**config.mk**
```make
export PLATFORM = sky130hd
export DESIGN_NAME = sac_conversion_strobe_ctrl
export DESIGN_NICKNAME = d
export VERILOG_FILES = /design/src/verilog/sac_pkg.sv /design/src/verilog/sac_sar_reg.sv /design/src/verilog/sac_conversion_strobe_ctrl.sv
export SDC_FILE = /design/constraint.sdc
export NUM_CORES = 1
export LEC_CHECK = 0
export BUFFER_PORTS_ARGS = -buffer_cell sky130_fd_sc_hd__buf_2
export CORE_MARGIN = 3
export CORE_UTILIZATION = 27
export CTS_CLUSTER_DIAMETER = 60
export CTS_CLUSTER_SIZE = 10
export DETAILED_ROUTE_END_ITERATION = 12
export PLACE_DENSITY_LB_ADDON = 0.08
export SLEW_MARGIN = 25
export SYNTH_ARGS = -nofsm -noshare
export SYNTH_HDL_FRONTEND = slang
export SYNTH_SLANG_ARGS = --single-unit
```
**constraint.sdc**
```tcl
create_clock -name clk -period 2.96 [get_ports clk]
set_input_delay 0.592 -clock clk [delete_from_list [all_inputs] [get_ports clk]]
set_output_delay 0.592 -clock clk [all_outputs]
set_load 0.02 [all_outputs]
```
**src/verilog/sac_pkg.sv**
```systemverilog
// Purpose: Shared constants and types of the serial SAR conversion control
// Assumes: Host serial clock and strobe are synchronous to clk
// Notes:   Cycle numbers count falling edges of the host serial clock
package sac_pkg;

    // ************************************************************
    // Result and cycle constants
    // ************************************************************
    localparam int          RES_BITS     = 12;
    localparam logic [3:0]  MSB_IDX      = 4'hb;
    localparam logic [3:0]  IDLE_CYCLE   = 4'h0;
    localparam logic [3:0]  FIRST_CYCLE  = 4'h1;
    localparam logic [3:0]  LAST_DECIDE  = 4'hc;
    localparam logic [3:0]  LAST_CYCLE   = 4'hd;
    localparam logic [3:0]  REPEAT_BITS  = 4'hb;
    localparam logic [11:0] CODE_RESET   = 12'h000;

    // ************************************************************
    // Control states
    // ************************************************************
    typedef enum logic [3:0] {
        SAC_IDLE   = 4'h1,
        SAC_CONVERSION_STROBE   = 4'h2,
        SAC_REPEAT = 4'h4,
        SAC_PDOWN  = 4'h8
    } sac_state_e;

endpackage

```
**src/verilog/sac_sar_reg.sv**
```systemverilog
// Purpose: Successive approximation register holding decided bits
// Assumes: One decision per request, index counting down from the MSB
// Notes:   Trial code feeds the internal DAC of the comparator
`timescale 1ns/10ps

module sac_sar_reg (
    input  wire logic        clk,
    input  wire logic        nrst,
    input  wire logic        clear,
    input  wire logic        decide,
    input  wire logic [3:0]  bit_idx,
    input  wire logic        comp_high,
    output logic      [11:0] code,
    output logic      [11:0] trial
);

    typedef struct packed {
        logic [11:0] code;
        logic [11:0] trial;
    } sac_sar_s;

    sac_sar_s s;
    sac_sar_s next_s;
    logic [11:0] mask;

    function automatic logic [11:0] bit_mask(input logic [3:0] idx);
        logic [11:0] m;
        m = 12'h000;
        for (int i = 0; i < sac_pkg::RES_BITS; i++) begin
            if (idx == 4'(i)) begin
                m[i] = 1'b1;
            end
        end
        return m;
    endfunction

    // ************************************************************
    // Next state
    // ************************************************************
    always_comb begin
        next_s = s;
        mask   = bit_mask(bit_idx);
        if (clear) begin
            next_s.code  = sac_pkg::CODE_RESET;
            next_s.trial = bit_mask(sac_pkg::MSB_IDX);
        end else if (decide) begin
            // Comparator high keeps the bit: code 0 is the lowest input
            next_s.code = comp_high ? (s.code | mask)
                                    : (s.code & ~mask);
            next_s.trial = next_s.code;
            if (bit_idx != 4'h0) begin
                next_s.trial = next_s.code | bit_mask(bit_idx - 4'h1);
            end
        end
    end

    always_ff @(posedge clk or negedge nrst) begin
        if (!nrst) begin
            s <= '0;
        end else begin
            s <= next_s;
        end
    end

    assign code  = s.code;
    assign trial = s.trial;
endmodule

```
**src/verilog/sac_conversion_strobe_ctrl.sv**
```systemverilog
// Purpose: Conversion control and serial result output of a 12-bit SAR
// Assumes: strobe and serial clock sampled as synchronous inputs
// Notes:   Data line is two signals, data_out and data_oe; the pad resolves the level
`timescale 1ns/10ps

// Summary of operation
// - Short-cycle ends conversion, undecided bits dropped
// - Strobe rise then fall before 13th aborts
// - Strobe fall in 13th cycle enters repeat
// - Strobe fall floats data line at once
// - Result coded as straight unsigned binary
// - Strobe fall puts sampler into hold
// - Strobe low at 13th start: power-down
// - Repeat mode resends 11 bits, LSB first
// - First cycle drives data line low
module sac_conversion_strobe_ctrl (
    input  wire logic        clk,
    input  wire logic        nrst,
    input  wire logic        conversion_strobe,
    input  wire logic        serial_clock,
    input  wire logic        comp_high,
    output logic             data_out,
    output logic             data_oe,
    output logic             hold,
    output logic             power_down,
    output logic      [11:0] dac_trial,
    output logic      [11:0] result,
    output logic             result_valid,
    output logic             short_cycle_done
);

    typedef struct packed {
        sac_pkg::sac_state_e state;
        logic [3:0]          cyc;
        logic [3:0]          rep;
        logic                sclk_q;
        logic                strobe_q;
        logic                data_out;
        logic                data_oe;
        logic                hold;
        logic                power_down;
        logic [11:0]         result;
        logic                result_valid;
        logic                short_done;
    } sac_ctrl_s;

    sac_ctrl_s   s;
    sac_ctrl_s   next_s;
    logic        strobe_fall;
    logic        strobe_rise;
    logic        sclk_fall;
    logic        sar_clear;
    logic        sar_decide;
    logic [3:0]  sar_idx;
    logic [11:0] sar_code;
    logic [3:0]  rep_idx;

    // ************************************************************
    // Edge detection
    // ************************************************************
    assign strobe_fall = s.strobe_q & ~conversion_strobe;
    assign strobe_rise = ~s.strobe_q & conversion_strobe;
    assign sclk_fall   = s.sclk_q & ~serial_clock;
    assign rep_idx     = s.rep + 4'h1;

    // ************************************************************
    // Next state
    // ************************************************************
    always_comb begin
        next_s              = s;
        next_s.sclk_q       = serial_clock;
        next_s.strobe_q     = conversion_strobe;
        next_s.result_valid = 1'b0;
        next_s.short_done   = 1'b0;
        sar_clear           = 1'b0;
        sar_decide          = 1'b0;
        sar_idx             = 4'h0;
        // Strobe events take priority over a coincident clock fall
        unique case (s.state)
            sac_pkg::SAC_IDLE: begin
                next_s.hold       = 1'b0;
                next_s.power_down = 1'b0;
                if (strobe_fall) begin
                    next_s.state = sac_pkg::SAC_CONVERSION_STROBE;
                    next_s.cyc   = sac_pkg::IDLE_CYCLE;
                    next_s.hold  = 1'b1;
                    sar_clear    = 1'b1;
                end
            end
            sac_pkg::SAC_CONVERSION_STROBE: begin
                if (strobe_fall && s.cyc < sac_pkg::LAST_CYCLE) begin
                    // Reduced result; the fall also starts the next one
                    next_s.result       = sar_code;
                    next_s.result_valid = 1'b1;
                    next_s.short_done   = 1'b1;
                    next_s.cyc          = sac_pkg::IDLE_CYCLE;
                    next_s.data_oe      = 1'b0;
                    next_s.hold         = 1'b1;
                    sar_clear           = 1'b1;
                end else if (strobe_fall) begin
                    next_s.state        = sac_pkg::SAC_REPEAT;
                    next_s.rep          = 4'h0;
                    next_s.data_oe      = 1'b0;
                    next_s.power_down   = 1'b1;
                    next_s.result       = sar_code;
                    next_s.result_valid = 1'b1;
                end else if (sclk_fall) begin
                    next_s.cyc = s.cyc + 4'h1;
                    if (s.cyc == sac_pkg::IDLE_CYCLE) begin
                        next_s.data_oe  = 1'b1;
                        next_s.data_out = 1'b0;
                    end else if (s.cyc <= sac_pkg::LAST_DECIDE) begin
                        sar_decide      = 1'b1;
                        sar_idx         = sac_pkg::LAST_DECIDE - s.cyc;
                        next_s.data_oe  = 1'b1;
                        next_s.data_out = comp_high;
                        if (s.cyc == sac_pkg::LAST_DECIDE &&
                            !conversion_strobe) begin
                            next_s.power_down = 1'b1;
                        end
                    end else begin
                        next_s.data_oe      = 1'b0;
                        next_s.hold         = 1'b0;
                        next_s.result       = sar_code;
                        next_s.result_valid = 1'b1;
                        next_s.state = s.power_down ? sac_pkg::SAC_PDOWN
                                                    : sac_pkg::SAC_IDLE;
                    end
                end
            end
            sac_pkg::SAC_REPEAT: begin
                if (strobe_rise) begin
                    next_s.state   = sac_pkg::SAC_IDLE;
                    next_s.data_oe = 1'b0;
                    next_s.hold    = 1'b0;
                end else if (sclk_fall && s.rep < sac_pkg::REPEAT_BITS) begin
                    next_s.rep      = rep_idx;
                    next_s.data_oe  = 1'b1;
                    next_s.data_out = sar_code[rep_idx];
                end else if (sclk_fall) begin
                    next_s.state   = sac_pkg::SAC_PDOWN;
                    next_s.data_oe = 1'b0;
                end
            end
            sac_pkg::SAC_PDOWN: begin
                next_s.data_oe = 1'b0;
                next_s.hold    = 1'b0;
                if (strobe_rise) begin
                    next_s.state      = sac_pkg::SAC_IDLE;
                    next_s.power_down = 1'b0;
                end
            end
            default: begin
                next_s.state   = sac_pkg::SAC_IDLE;
                next_s.data_oe = 1'b0;
            end
        endcase
    end

    always_ff @(posedge clk or negedge nrst) begin
        if (!nrst) begin
            s          <= '0;
            s.state    <= sac_pkg::SAC_IDLE;
            s.sclk_q   <= 1'b1;
            s.strobe_q <= 1'b1;
        end else begin
            s <= next_s;
        end
    end

    // ************************************************************
    // Decision register
    // ************************************************************
    sac_sar_reg u_sar (
        .clk       (clk),
        .nrst      (nrst),
        .clear     (sar_clear),
        .decide    (sar_decide),
        .bit_idx   (sar_idx),
        .comp_high (comp_high),
        .code      (sar_code),
        .trial     (dac_trial)
    );

    assign data_out         = s.data_out;
    assign data_oe          = s.data_oe;
    assign hold             = s.hold;
    assign power_down       = s.power_down;
    assign result           = s.result;
    assign result_valid     = s.result_valid;
    assign short_cycle_done = s.short_done;
endmodule

```
==> flow_summary.json <==
{
  "ant_nets": 0,
  "finalPower_w": 0.00248,
  "grt_pass1_vias": 2624,
  "drive_gt1_share_pct": 23.1,
  "syn-mean-instance-area_um2": 9.36,
  "synth_cells": 348,
  "tritoncts": "yes",
  "critPathMaxStageDelay_ps": 540,
  "start_kind": "flip-flop",
  "synth_common_cells": "53 x dfrtp_1, 37 x nand2_1, 32 x o21ai_0",
  "post_synth_num_cell_types": 64,
  "routed_wirelength_mm": 9.29,
  "postCtsHoldBufs": 0,
  "fmax_mhz": 399,
  "vias_per_cell": 5.40,
  "gp_congestion": 0.830,
  "powerDensity_mw_per_mm2": 671,
  "dp.cells": 508,
  "post_cts_resized": 0,
  "finalCritPeriodShare_pct": 84.6,
  "drv_slew": 0,
  "ios": 35,
  "period_minus_slack_ps": 2500,
  "synthArstFlopShare_pct": 100,
  "clk_latency_ps": 300,
  "ys_ff_latch": 56,
  "critPathCaptureType": "flip-flop",
  "synth_edf_count": 0,
  "start_util_pct": 28.1,
  "grt_use_total_pct": 14.5,
  "grt_start_max_net_pins": 34,
  "crit_chain": "inv_1 > ha_1 > or3b_2 > nand4_1 > or2_1 > nor3_1 > o32a_1",
  "final_cells": 516,
  "die_y_um": 116,
  "regArea_mm2": 0.00141,
  "multi_input_area_mm2": 0.00161,
  "grt_pass1_wl_mm": 15.1,
  "maxCapViolations": 0,
  "place_ws_ps": 492,
  "slew_headroom_pct": 64.0,
  "critical_path_class": "reg -> reg",
  "drc": 0,
  "cts_setup_buffers": 0,
  "status": "complete, no violations",
  "power_leakage_nw": 1.68,
  "num_rows": 39,
  "clk_pin_slew_ps": 80,
  "synthFlopType": "dfrtp_1",
  "required_ps": 3150,
  "synthTopCellsByArea": "dfrtp_1 41%, o21ai_0 4.9%, nand2_1 4.3%, buf_4 3.2%, nand3_1 2.8%",
  "die_x_um": 116,
  "hold_ws_ps": 274,
  "cts_buffers": 5,
  "final_nets": 380,
  "final.setup.tns_ps": 0,
  "yosysTopAreaCell": "dfrtp_1",
  "cts-root-buf": "clkbuf_16",
  "finalSetupViolations": 0,
  "die_area_mm2": 0.0134,
  "cp_slowest_cell": "or3b_2",
  "antenna_found_initial": 0,
  "cp.arrival_ps": 2690,
  "fin_ws_ps": 457,
  "clock_path_buffers": 2,
  "synth_top_area_share_pct": 40.7,
  "rsz0062_at_grt": "false",
  "h-tree-depth": 2,
  "grt_overflow": 0,
  "place_hpwl_mm": 6.74,
  "port_buffers": 34,
  "via_count": 2786,
  "vdd_drop_max_mv": 0.294,
  "cp_max_fo": 12,
  "antenna_cells": 0,
  "fillers": 1201,
  "worst_slew_pin_slew_ps": 536,
  "coreArea_mm2": 0.0116,
  "fin_skew_ps": 8.14,
  "routedWlPerCell_um": 18.0,
  "syn-cell-area_mm2": 0.00326,
  "drtIter0Drc": 200,
  "area_delta_synth_final_pct": 13.6,
  "hold_viol_final": 0,
  "yosys_warnings": 0,
  "hold_class": "in -> async",
  "clock-sinks": 56,
  "ys_seq_area_share_pct": 43.1,
  "drt-pass1-iter-count": 5,
  "syn_nets": 356,
  "yosysMostFrequentCell": "dfrtp_1"
}
==> per-stage QoR <==
step | area [um^2] | utilization (%)
after floorplan | 3260 | -
after global placement | 3550 | 30.6
after detailed placement | 3550 | 30.6
after CTS | 3700 | 31.9
after global routing | 3700 | 31.9
final | 3700 | 31.9
==> final timing paths <==
path | slack [ps] | start | endpoint | cells after the start
setup / recovery | 460 | s[25]$_DFFE_PN0P_ | u_sar.trial[11]$_DFFE_PN0P_ | 7
min in group clk | 410 | serial_clock | s[19]$_DFF_PN1_ | 1
max in group asynchronous | 2290 | nrst | u_sar.trial[7]$_DFFE_PN0P_ | 2
setup reg to reg | 460 | s[25]$_DFFE_PN0P_ | u_sar.trial[11]$_DFFE_PN0P_ | 7
hold / removal | 270 | nrst | result_valid$_DFF_PN0_ | 2
hold reg to reg | 480 | hold$_DFFE_PN0P_ | hold$_DFFE_PN0P_ | 1
==> cell type report <==
type	instances	area share [%]
Multi-Input combinational cell	244	43.5
Sequential cell	56	38.0
Timing Repair Buffer	52	8.25
Tap cell	143	4.83
Clock buffer	5	3.38
Inverter	13	1.32
Clock inverter	3	0.744
==> layout by cell type (no fill, tap or decap), types with 2 or more instances in the layout <==
| cell | n |
|---|---|
| dfrtp_1 | 53 |
| nand2_1 | 37 |
| buf_2 | 34 |
| o21ai_0 | 32 |
| nand3_1 | 18 |
| buf_4 | 18 |
| nor2_1 | 14 |
| inv_1 | 13 |
| nand4_1 | 12 |
| a21oi_1 | 11 |
| nor3_1 | 11 |
| mux2_2 | 8 |
| nand2b_1 | 6 |
| a21o_1 | 5 |
| o211ai_1 | 5 |
| xor2_1 | 5 |
| clkbuf_16 | 5 |
| nor2b_1 | 4 |
| o22ai_1 | 4 |
| a221o_1 | 4 |
| o31ai_1 | 4 |
| mux2i_1 | 4 |
| or3b_2 | 3 |
| o31a_1 | 3 |
| a31oi_1 | 3 |
| o311ai_0 | 3 |
| mux4_2 | 3 |
| ha_1 | 3 |
| dfstp_2 | 3 |
| nand3b_1 | 2 |
| and3_1 | 2 |
| nor4b_2 | 2 |
| or3_1 | 2 |
| o21a_1 | 2 |
| a22o_1 | 2 |
| a211o_1 | 2 |
==> sequential cells by signal, summed over array words and instances (netlist names) <==
register and flops:
result_valid 1, u_sar.code 12, s 14, u_sar.trial 12, hold 1, power_down 1
data_out 1, short_cycle_done 1, data_oe 1, result 12
==> power breakdown <==
part	internal, W	switching (W)	total, W
clock network	0.000323	0.000310	0.000633
registers	0.000887	0.000105	0.000992
logic	0.000311	0.000547	0.000858
==> critical path, delay by kind of cell (launching register included) <==
family | cells | cell delay (ps)
AOI/OAI and AO/OA | 1 | 300
adders and majority gates | 1 | 330
buffers and inverters | 1 | 100
DFF | 1 | 450
and+or+nand+nor | 4 | 1220
==> layer usage <==
| metal | track usage (%) | vias up | part of all wire [%] |
|---|---|---|---|
| li1 | - | 1322 | - |
| met1 | 22.6 | 1390 | 52 |
| met2 | 20.5 | 68 | 44 |
| met3 | 2.66 | 6 | 4.0 |
| met4 | 3.40 | 0 | 0.68 |
| met5 | 0 | - | 0 |
==> cell families (layout without fill, tap and decap cells) <==
family	after synthesis	in the layout	synth area share [%]
muxes	15	15	6.07
adders and majority gates	3	3	1.15
AOI/OAI and AO/OA	94	94	19.3
buffers and inverters	48	73	7.45
xor gates and xnor gates	6	6	1.61
DFF	56	56	43.1
and+or+nand+nor	126	126	21.3
No activity file was read; power rests on OpenSTA's default activity.
